`config.mk`:
```
export PLATFORM = sky130hd
export DESIGN_NAME = tocol_top
export DESIGN_NICKNAME = d
export VERILOG_FILES = /design/src/shared/tocol_pkg.sv /design/src/design/tocol_top.sv
export SDC_FILE = /design/constraint.sdc
export NUM_CORES = 1
export LEC_CHECK = 0
export BUFFER_PORTS_ARGS = -buffer_cell sky130_fd_sc_hd__buf_2
export CAP_MARGIN = 20
export CORE_MARGIN = 5
export CORE_UTILIZATION = 45
export DETAILED_ROUTE_END_ITERATION = 8
export PLACE_DENSITY = 0.7
export SETUP_SLACK_MARGIN = 0.2
export SYNTH_ARGS = -nofsm -noshare
export SYNTH_HDL_FRONTEND = slang
export SYNTH_SLANG_ARGS = --single-unit
export TNS_END_PERCENT = 5
```
`constraint.sdc`:
```
create_clock -name aclk -period 2.85 [get_ports aclk]
set_clock_uncertainty 0.15 [all_clocks]
set_input_delay 0.7125 -clock aclk [delete_from_list [all_inputs] [get_ports aclk]]
set_output_delay 0.7125 -clock aclk [all_outputs]
set_load 0.005 [all_outputs]
```
`src/shared/tocol_pkg.sv`:
```
// Purpose: Constants for the trip output collector: register map, fields, reset values.
// Assumes: 32-bit AXI4-Lite register bus, 100 MHz clock.
// Notes: Delays are programmed in clock cycles by software.
//
// Summary of operation
// - In three-pole-only mode any trip request trips all three phases together.
// - Mixed mode trips all phases unless a single-phase-to-ground fault is identified.
// - Single-pole trips always start reclosing; three-pole trips only when enabled or when a reclose input requests it.
// - Single-pole tripping is allowed only while the recloser is in reset.
// - Trip outputs are also driven as breaker failure initiate signals.
// - Six selectable three-pole request inputs always force a three-pole trip.
// - Six selectable single-pole inputs; the phase comes from the phase selector.
// - Six selectable reclose inputs trip three poles and start three-pole reclosing.
// - The force-three-pole input turns single-pole requests into three-pole trips.
// - While the recloser force is high, a held single-pole request trips three poles.
// - While reverse-fault is high, trip assertion waits the evolving-fault delay.
// - Trip outputs are withheld for the channel wait delay after a request appears.
package tocol_pkg;
  localparam int          NUM_IN          = 6;
  localparam logic [7:0]  ADDR_CTRL       = 8'h00;
  localparam logic [7:0]  ADDR_SEL        = 8'h04;
  localparam logic [7:0]  ADDR_COMM_DLY   = 8'h08;
  localparam logic [7:0]  ADDR_EVOLV_DLY  = 8'h0c;
  localparam logic [7:0]  ADDR_STATUS     = 8'h10;
  localparam int          CTRL_MODE_BIT   = 0;
  localparam int          CTRL_AR3P_BIT   = 1;
  localparam logic [1:0]  CTRL_RESET      = 2'h0;
  localparam int          SEL_3P_LSB      = 0;
  localparam int          SEL_1P_LSB      = 8;
  localparam int          SEL_RC_LSB      = 16;
  localparam logic [23:0] SEL_RESET       = 24'h000000;
  localparam logic [15:0] DLY_RESET       = 16'h0000;
  localparam logic [1:0]  RESP_OKAY       = 2'h0;
  localparam logic [1:0]  RESP_SLVERR     = 2'h2;
  localparam logic [1:0]  FT_AG           = 2'h1;
  localparam logic [1:0]  FT_BG           = 2'h2;
  localparam logic [1:0]  FT_CG           = 2'h3;
endpackage

```
`src/design/tocol_top.sv`:
```
// Purpose: Trip output collector with AXI4-Lite settings registers.
// Assumes: All request inputs are synchronous to aclk.
// Notes: Outputs are registered; a trip decision reaches the pins one cycle after it is made.
`timescale 1ns/1ps
module tocol_top
  import tocol_pkg::*;
(
  input  wire logic        aclk,
  input  wire logic        aresetn,
  input  wire logic [7:0]  s_axi_awaddr,
  input  wire logic        s_axi_awvalid,
  output logic             s_axi_awready,
  input  wire logic [31:0] s_axi_wdata,
  input  wire logic [3:0]  s_axi_wstrb,
  input  wire logic        s_axi_wvalid,
  output logic             s_axi_wready,
  output logic [1:0]       s_axi_bresp,
  output logic             s_axi_bvalid,
  input  wire logic        s_axi_bready,
  input  wire logic [7:0]  s_axi_araddr,
  input  wire logic        s_axi_arvalid,
  output logic             s_axi_arready,
  output logic [31:0]      s_axi_rdata,
  output logic [1:0]       s_axi_rresp,
  output logic             s_axi_rvalid,
  input  wire logic        s_axi_rready,
  input  wire logic [5:0]  req_three_pole,
  input  wire logic [5:0]  req_single_pole,
  input  wire logic [5:0]  req_reclose,
  input  wire logic        force_three_pole,
  input  wire logic        recloser_force_all_phases,
  input  wire logic        recloser_in_reset,
  input  wire logic [1:0]  fault_type,
  input  wire logic        reverse_fault,
  output logic [2:0]       trip_phase,
  output logic             trip_three_pole_op,
  output logic             trip_single_pole_op,
  output logic             reclose_init_three_pole,
  output logic             reclose_init_single_pole,
  output logic [2:0]       bf_initiate
);

  logic [1:0]  ctrl_r;
  logic [23:0] sel_r;
  logic [15:0] channel_wait_delay_r;
  logic [15:0] evolving_fault_delay_r;
  logic        aw_hold_r;
  logic        w_hold_r;
  logic [7:0]  awaddr_r;
  logic [31:0] wdata_r;
  logic [3:0]  wstrb_r;
  logic [15:0] comm_cnt_r;
  logic [15:0] evolv_cnt_r;

  logic [5:0]  en_3p;
  logic [5:0]  en_1p;
  logic [5:0]  en_rc;
  logic        any_3p;
  logic        any_1p;
  logic        any_rc;
  logic        any_req;
  logic        slg_fault;
  logic        single_ok;
  logic        comm_done;
  logic        evolv_done;
  logic        release_trip;
  logic        do_write;
  logic [2:0]  phase_nxt;
  logic        three_nxt;
  logic        single_nxt;
  logic        wr_hit;
  logic        rd_err;
  logic [31:0] rd_word;
  logic [31:0] status_word;

  // One generate loop masks each request input with its selection bit.
  for (genvar i = 0; i < NUM_IN; i++) begin : g_sel
    assign en_3p[i] = req_three_pole[i] & sel_r[SEL_3P_LSB + i];
    assign en_1p[i] = req_single_pole[i] & sel_r[SEL_1P_LSB + i];
    assign en_rc[i] = req_reclose[i] & sel_r[SEL_RC_LSB + i];
  end

  assign any_3p  = |en_3p;
  assign any_1p  = |en_1p;
  assign any_rc  = |en_rc;
  assign any_req = any_3p | any_1p | any_rc;

  assign slg_fault = (fault_type == FT_AG) || (fault_type == FT_BG) || (fault_type == FT_CG);

  // Single-pole needs mixed mode, a ground fault, an idle recloser, and nothing forcing three poles.
  assign single_ok = ctrl_r[CTRL_MODE_BIT] & slg_fault
                   & recloser_in_reset
                   & ~any_3p & ~any_rc
                   & ~force_three_pole
                   & ~recloser_force_all_phases;

  // The channel wait timer counts while requests stand, the evolving-fault timer only while reverse_fault also stands; both restart when no request is present.
  assign comm_done  = (comm_cnt_r >= channel_wait_delay_r);
  assign evolv_done = ~reverse_fault | (evolv_cnt_r >= evolving_fault_delay_r);
  assign release_trip = any_req & comm_done & evolv_done;

  // A single-pole decision needs a located ground fault; any doubt falls back to all three poles.
  always_comb begin
    phase_nxt  = 3'b000;
    three_nxt  = 1'b0;
    single_nxt = 1'b0;
    if (release_trip) begin
      if (any_1p && single_ok) begin
        single_nxt = 1'b1;
        unique case (fault_type)
          FT_AG:   phase_nxt = 3'b001;
          FT_BG:   phase_nxt = 3'b010;
          default: phase_nxt = 3'b100;
        endcase
      end else begin
        three_nxt = 1'b1;
        phase_nxt = 3'b111;
      end
    end
  end

  // Each timer restarts whenever the request set empties, so a new fault never inherits an old count.
  always_ff @(posedge aclk) begin
    if (!aresetn) begin
      comm_cnt_r <= 16'h0000;
    end else if (!any_req) begin
      comm_cnt_r <= 16'h0000;
    end else if (!comm_done) begin
      comm_cnt_r <= comm_cnt_r + 16'h0001;
    end
  end

  // The evolving-fault timer only runs while reverse_fault stands; dropping it releases the trip at once.
  always_ff @(posedge aclk) begin
    if (!aresetn) begin
      evolv_cnt_r <= 16'h0000;
    end else if (!any_req || !reverse_fault) begin
      evolv_cnt_r <= 16'h0000;
    end else if (evolv_cnt_r < evolving_fault_delay_r) begin
      evolv_cnt_r <= evolv_cnt_r + 16'h0001;
    end
  end

  // Trip pins are registered so a glitch on a request input never reaches the breaker.
  always_ff @(posedge aclk) begin
    if (!aresetn) begin
      trip_phase          <= 3'b000;
      trip_three_pole_op  <= 1'b0;
      trip_single_pole_op <= 1'b0;
    end else begin
      trip_phase          <= phase_nxt;
      trip_three_pole_op  <= three_nxt;
      trip_single_pole_op <= single_nxt;
    end
  end

  // Reclose inputs start three-pole reclosing even when the control bit leaves it off.
  always_ff @(posedge aclk) begin
    if (!aresetn) begin
      reclose_init_three_pole  <= 1'b0;
      reclose_init_single_pole <= 1'b0;
    end else begin
      reclose_init_single_pole <= single_nxt;
      reclose_init_three_pole  <= three_nxt & (ctrl_r[CTRL_AR3P_BIT] | any_rc);
    end
  end

  // Breaker failure initiate is fed from the same next-trip vector, so it can never lag the trip pins.
  always_ff @(posedge aclk) begin
    if (!aresetn) begin
      bf_initiate <= 3'b000;
    end else begin
      bf_initiate <= phase_nxt;
    end
  end

  // AXI4-Lite write: address and data are latched independently, then one write and one response.
  // A held address or data beat blocks its channel until the register update, so nothing is overwritten.
  assign do_write = aw_hold_r & w_hold_r & ~s_axi_bvalid;
  assign wr_hit   = (awaddr_r == ADDR_CTRL) || (awaddr_r == ADDR_SEL) ||
                    (awaddr_r == ADDR_COMM_DLY) || (awaddr_r == ADDR_EVOLV_DLY);

  always_ff @(posedge aclk) begin
    if (!aresetn) begin
      aw_hold_r     <= 1'b0;
      awaddr_r      <= 8'h00;
      s_axi_awready <= 1'b0;
    end else begin
      s_axi_awready <= ~aw_hold_r & ~s_axi_awready & s_axi_awvalid;
      if (s_axi_awvalid && s_axi_awready) begin
        aw_hold_r <= 1'b1;
        awaddr_r  <= s_axi_awaddr;
      end else if (do_write) begin
        aw_hold_r <= 1'b0;
      end
    end
  end

  always_ff @(posedge aclk) begin
    if (!aresetn) begin
      w_hold_r     <= 1'b0;
      wdata_r      <= 32'h00000000;
      wstrb_r      <= 4'h0;
      s_axi_wready <= 1'b0;
    end else begin
      s_axi_wready <= ~w_hold_r & ~s_axi_wready & s_axi_wvalid;
      if (s_axi_wvalid && s_axi_wready) begin
        w_hold_r <= 1'b1;
        wdata_r  <= s_axi_wdata;
        wstrb_r  <= s_axi_wstrb;
      end else if (do_write) begin
        w_hold_r <= 1'b0;
      end
    end
  end

  always_ff @(posedge aclk) begin
    if (!aresetn) begin
      s_axi_bvalid <= 1'b0;
      s_axi_bresp  <= RESP_OKAY;
    end else if (do_write) begin
      s_axi_bvalid <= 1'b1;
      s_axi_bresp  <= wr_hit ? RESP_OKAY : RESP_SLVERR;
    end else if (s_axi_bready) begin
      s_axi_bvalid <= 1'b0;
    end
  end

  // Each settings register has its own process; byte strobes let software change one select field alone.
  always_ff @(posedge aclk) begin
    if (!aresetn) begin
      ctrl_r <= CTRL_RESET;
    end else if (do_write && (awaddr_r == ADDR_CTRL) && wstrb_r[0]) begin
      ctrl_r <= wdata_r[1:0];
    end
  end

  always_ff @(posedge aclk) begin
    if (!aresetn) begin
      sel_r <= SEL_RESET;
    end else if (do_write && (awaddr_r == ADDR_SEL)) begin
      if (wstrb_r[0]) sel_r[7:0]   <= wdata_r[7:0];
      if (wstrb_r[1]) sel_r[15:8]  <= wdata_r[15:8];
      if (wstrb_r[2]) sel_r[23:16] <= wdata_r[23:16];
    end
  end

  always_ff @(posedge aclk) begin
    if (!aresetn) begin
      channel_wait_delay_r <= DLY_RESET;
    end else if (do_write && (awaddr_r == ADDR_COMM_DLY)) begin
      if (wstrb_r[0]) channel_wait_delay_r[7:0]  <= wdata_r[7:0];
      if (wstrb_r[1]) channel_wait_delay_r[15:8] <= wdata_r[15:8];
    end
  end

  always_ff @(posedge aclk) begin
    if (!aresetn) begin
      evolving_fault_delay_r <= DLY_RESET;
    end else if (do_write && (awaddr_r == ADDR_EVOLV_DLY)) begin
      if (wstrb_r[0]) evolving_fault_delay_r[7:0]  <= wdata_r[7:0];
      if (wstrb_r[1]) evolving_fault_delay_r[15:8] <= wdata_r[15:8];
    end
  end

  // AXI4-Lite read: one cycle from address acceptance to data.
  assign status_word = {24'h000000, trip_three_pole_op, trip_single_pole_op, any_req, comm_done, evolv_done,
                        trip_phase};

  // The address is decoded while the master holds it, so the registered answer needs no second stage.
  always_comb begin
    rd_word = 32'h00000000;
    rd_err  = 1'b0;
    unique case (s_axi_araddr)
      ADDR_CTRL:      rd_word = {30'h0, ctrl_r};
      ADDR_SEL:       rd_word = {8'h00, sel_r};
      ADDR_COMM_DLY:  rd_word = {16'h0000, channel_wait_delay_r};
      ADDR_EVOLV_DLY: rd_word = {16'h0000, evolving_fault_delay_r};
      ADDR_STATUS:    rd_word = status_word;
      default:        rd_err  = 1'b1;
    endcase
  end

  always_ff @(posedge aclk) begin
    if (!aresetn) begin
      s_axi_arready <= 1'b0;
    end else begin
      s_axi_arready <= ~s_axi_arready & ~s_axi_rvalid & s_axi_arvalid;
    end
  end

  always_ff @(posedge aclk) begin
    if (!aresetn) begin
      s_axi_rvalid <= 1'b0;
      s_axi_rdata  <= 32'h00000000;
      s_axi_rresp  <= RESP_OKAY;
    end else if (s_axi_arvalid && s_axi_arready) begin
      s_axi_rvalid <= 1'b1;
      s_axi_rdata  <= rd_word;
      s_axi_rresp  <= rd_err ? RESP_SLVERR : RESP_OKAY;
    end else if (s_axi_rready) begin
      s_axi_rvalid <= 1'b0;
    end
  end

endmodule

```
### After elaboration in Yosys (flattened, before gate mapping)

Cells that the tools add are included.

| cells by class | value |
|---|---|
| reductions and logical operators | 37 |
| mux-type cells | 15 |
| bitwise logic cells | 52 |
| equal/unequal tests | 10 |
| add/subtract/negate cells | 2 |
| magnitude comparators | 3 |

Operator list:

| cell | count |
|---|---|
| one-hot mux 24 bit (5 select lines) | 1 |
| bitwise AND 1 bit | 35 |
| adder 16 x 1 -> 16 bit, second input constant | 2 |
| equality test 8 x 4 -> 1 bit, second input constant | 4 |
| >= comparator 16 bit | 2 |
| AND reduction 2 bit | 9 |
| OR reduction 6 bit | 3 |
| equality test 8 x 3 -> 1 bit, second input constant | 2 |
| zero test 8 bit | 2 |
| < comparator 16 bit | 1 |
| inverter 1 bit | 13 |
| two-way mux 1 bit | 10 |
| logical AND 1 bit | 9 |
| equality test 8 x 5 -> 1 bit, second input constant | 1 |
| nonzero test 2 bit | 4 |
| logical OR 1 bit | 6 |
| one-hot mux 3 bit (2 select lines) | 1 |
| OR reduction 5 bit | 1 |
| equality test 2 bit, second input constant | 2 |
| two-way mux 2 bit | 2 |
| OR 1 bit | 4 |
| two-way mux 3 bit | 1 |
| equality test 2 x 1 -> 1 bit, second input constant | 1 |
| zero test 1 bit | 2 |
| OR reduction 2 bit | 1 |

| storage, ports and cells | value |
|---|---|
| bits in registers | 174 |

### Depth between registers and ports, before layout

| depth | value |
|---|---|
| word-level depth | 13 |
| gate-level depth with buffers | 9 |

### Worst setup path before layout

Ideal clock, no wire load.

| path | value |
|---|---|
| path kind | input to register |
| from | input port s_axi_araddr[5] |
| to | register s_axi_rdata[16] |
| data arrival time | 2.365 ns |
| buffers on the path | 2 |
| slack | 0.269 ns |
| cell stages on the path | 8 |
| data required time | 2.635 ns |
| path through | or4_1 -> or3_1 -> clkbuf_1 -> nor2_2 -> and3b_1 -> buf_2 -> a22oi_1 -> nor2b_1 |

| between the ends | value |
|---|---|
| cells in the longest elaborated chain, start to end | 2 |
| elaborated cells between the ends (all ways) | 6 |

Ends and longest elaborated chain:

| element | RTL line | text |
|---|---|---|
| start, declared | tocol_top.sv:20 | `input wire logic [7:0] s_axi_araddr,` |
| equality test 8 x 5 -> 1 bit, or another cell as far along | tocol_top.sv:274 | `unique case (s_axi_araddr)` |
| one-hot mux 24 bit (5 select lines) * | tocol_top.sv:274 |  |
| end signal, assigned | tocol_top.sv:299 | `s_axi_rdata <= rd_word;` |
| end, declared | tocol_top.sv:23 | `output logic [31:0] s_axi_rdata,` |

Every way passes the cells marked *; elsewhere a longest branch is shown, timed or not.
A chain may end at the register's enable or synchronous reset.

### Worst setup path after layout

| path | value |
|---|---|
| from | register awaddr_r[0] |
| to | register sel_r[16] |

| between the ends | value |
|---|---|
| cells in the longest elaborated chain, start to end | 3 |

Ends and longest elaborated chain:

| element | RTL line | text |
|---|---|---|
| start, declared | tocol_top.sv:49 | `logic [7:0] awaddr_r;` |
| start signal, assigned | tocol_top.sv:192 | `awaddr_r <= s_axi_awaddr;` |
| equality test 8 x 3 -> 1 bit | tocol_top.sv:241 | `end else if (do_write && (awaddr_r == ADDR_SEL)) begin` |
| logical AND 1 bit | tocol_top.sv:241 |  |
| AND reduction 2 bit (no source line) | -- |  |
| end signal, assigned | tocol_top.sv:244 | `if (wstrb_r[2]) sel_r[23:16] <= wdata_r[23:16];` |
| end, declared | tocol_top.sv:44 | `logic [23:0] sel_r;` |

No other way between the ends.

==> flow_summary.json <==
{
  "status": "finished clean",
  "leakagePower_nw": 3.52,
  "final_cell_mix": "164 x dfxtp_1, 134 x nand2_1, 114 x buf_2, 49 x nand3_1",
  "ys.flop_type": "dfxtp_1",
  "cts_sinks": 164,
  "h-tree-depth": 4,
  "path_max_fanout": 18,
  "cts_made_buffers": 17,
  "grt-ovfl-total": 0,
  "finalNetCount": 1145,
  "grt_pass1_vias": 6393,
  "port_buffers": 114,
  "report.final.slew_viol_count": 0,
  "highest_layer": "met4",
  "dr.pass1.iters": 6,
  "synth_cells": 915,
  "rsz0062_at_grt": "true",
  "fp.dieH_um": 142,
  "cts_buffer_depth": 2,
  "period_share": 0.883,
  "crit_path_max_incr_delay_ns": 0.56,
  "tightest_slew_ns": 0.871,
  "synth-seq-cells": 164,
  "drt-met1-wl_um": 9210,
  "dieArea_sq_um": 20300,
  "via_per_inst": 5.33,
  "arrival_ns": 2.69,
  "power.density_nw_per_um2": 537,
  "drv_cap": 0,
  "routabilityCongestion": 0.830,
  "num_rows": 48,
  "first_iter_violations": 411,
  "vias": 6711,
  "cts-root-buf": "clkbuf_16",
  "wl_met2_um": 9380,
  "setup_viol": 0,
  "whs_ns": 0.306,
  "wl_met3_um": 1230,
  "core_sq_um": 17200,
  "clk_latency_ns": 0.43,
  "finalSetupTns_ns": 0,
  "drc_errors": 0,
  "hp-class": "flop to flop",
  "cp-start-kind": "flop",
  "critical_path.top_delay_family": "simple AND/OR/NAND/NOR gates",
  "endpoint_kind": "flop",
  "final_common_cell": "dfxtp_1",
  "drt_wl_total_um": 20200,
  "finalHoldViolCount": 0,
  "antenna_found_initial": 0,
  "hold_start": "sel_r[6]",
  "clk_transition_reported_paths_ns": 0.06,
  "grtUsageTotal": 0.202,
  "cpMostUsedCell": "nand2_1",
  "cpMaxStageDelayCell": "or4_1",
  "r2r_slack_ns": 0.33,
  "cts_tree": "yes",
  "ys_warn_count": 0,
  "die_w_um": 142,
  "ys_seq_area_frac": 0.416,
  "relSlewSlack": 0.418,
  "synth_area_per_cell_sq_um": 8.62,
  "syn-cell-area_sq_um": 7890,
  "antenna_cells": 0,
  "irDropWorstVdd_v": 0.000478,
  "worst-path-buf-inv": 1,
  "start_util": 0.458,
  "ys_types": 54,
  "antenna_left": 0,
  "drive_above_1_share": 0.180,
  "synth_edf_count": 0,
  "grt_pass1_wl_um": 32900,
  "worstPathRequired_ns": 3.02,
  "path_cells": "or4_1 > or4_4 > nor3b_4 > buf_4 > nand2_1 > nand2_1 > a21boi_0",
  "r2r-start": "awaddr_r[0]",
  "crit_start": "awaddr_r[0]",
  "min_period_ns": 2.52,
  "ys_async_sr_fraction": 0,
  "grt_max_degree": 87,
  "area_growth_pct": 18.7,
  "max_freq_mhz": 397,
  "crit_type": "flop to flop",
  "routedWlPerCell_um": 16.0,
  "dp_hpwl_um": 15000,
  "ioPinCount": 134
}
## where the power goes
part | leakage (nW) | internal (mW) | switching [mW] | total (mW)
clock | 0.312 | 1.59 | 0.917 | 2.50
combinational | 1.89 | 0.0873 | 0.0990 | 0.186
sequential | 1.32 | 2.31 | 0.0276 | 2.34
## cell usage after synthesis, drive strengths merged (28+ instances only)
cell / instances / area share
nor2: 41 / 0.021
inv: 42 / 0.020
dfxtp: 164 / 0.42
nor2b: 45 / 0.036
clkbuf: 40 / 0.019
a22oi: 28 / 0.027
ha: 37 / 0.059
o21ai: 40 / 0.025
a21boi: 65 / 0.062
mux2i: 38 / 0.048
a21oi: 29 / 0.018
nand2: 134 / 0.064
nand3: 49 / 0.031
## layer usage
metal / GRT usage / vias to the layer above
met4: 0.0595 / 0
li1: - / 3383
met1: 0.270 / 3111
met2: 0.329 / 186
met5: 0 / -
met3: 0.0433 / 31
## what timing repair did
action	CTS	global route
setup endpoints to repair	0	22
gates resized for setup	0	5
hold buffers	0	0
buffers inserted	0	0
## kinds of logic after synthesis
family,Yosys count,share of synthesized area
buffers and inverters,101,0.0571
and+or+nand+nor,359,0.228
other,1,0.000475
AOI/OAI and AO/OA,191,0.163
muxes,43,0.0553
xor gates and xnor gates,19,0.0211
adders and majority gates,37,0.0587
DFF,164,0.416
## sequential cells by signal, indices dropped and copies added, names as in the netlist, 8 cells and up
name / cells
channel_wait_delay_r: 16
wdata_r: 24
sel_r: 24
evolving_fault_delay_r: 16
s_axi_rdata: 24
awaddr_r: 8
evolv_cnt_r: 16
comm_cnt_r: 16
## final timing paths
check	end	cells after the start
worst max-delay path	sel_r[16]	7
worst min-delay path	sel_r[6]	2
worst max register to register	sel_r[16]	7
worst min register to register	sel_r[6]	2
## per-stage QoR
| stage | cell area, sq um | util | total power, mW | std cells | setup WS, ns |
|---|---|---|---|---|---|
| floorplan | 7920 | - | 2.49 | 924 | 0.269 |
| global placement | 8710 | 0.505 | 2.58 | 1231 | 0.111 |
| detailed placement | 8710 | 0.505 | 2.58 | 1231 | 0.0639 |
| CTS | 9350 | 0.542 | 5.06 | 1260 | 0.213 |
| global route | 9370 | 0.543 | 5.20 | 1260 | 0.144 |
| finish | 9370 | 0.543 | 5.03 | 1260 | 0.333 |
## layout make-up
| cell class | count | area (sq um) |
|---|---|---|
| Tap cell | 225 | 282 |
| Timing Repair Buffer | 141 | 798 |
| Multi-Input combinational cell | 659 | 4210 |
| Inverter | 42 | 158 |
| Fill cell | 1605 | 7870 |
| Clock buffer | 20 | 457 |
| Clock inverter | 9 | 178 |
| Sequential cell | 164 | 3280 |
## worst min-delay path, cell delays in order (launching register included)
cell      delay [ns]
dfxtp_1         0.31
nand2_1         0.05
a21boi_1        0.05
No activity file was read; power rests on OpenSTA's default activity.
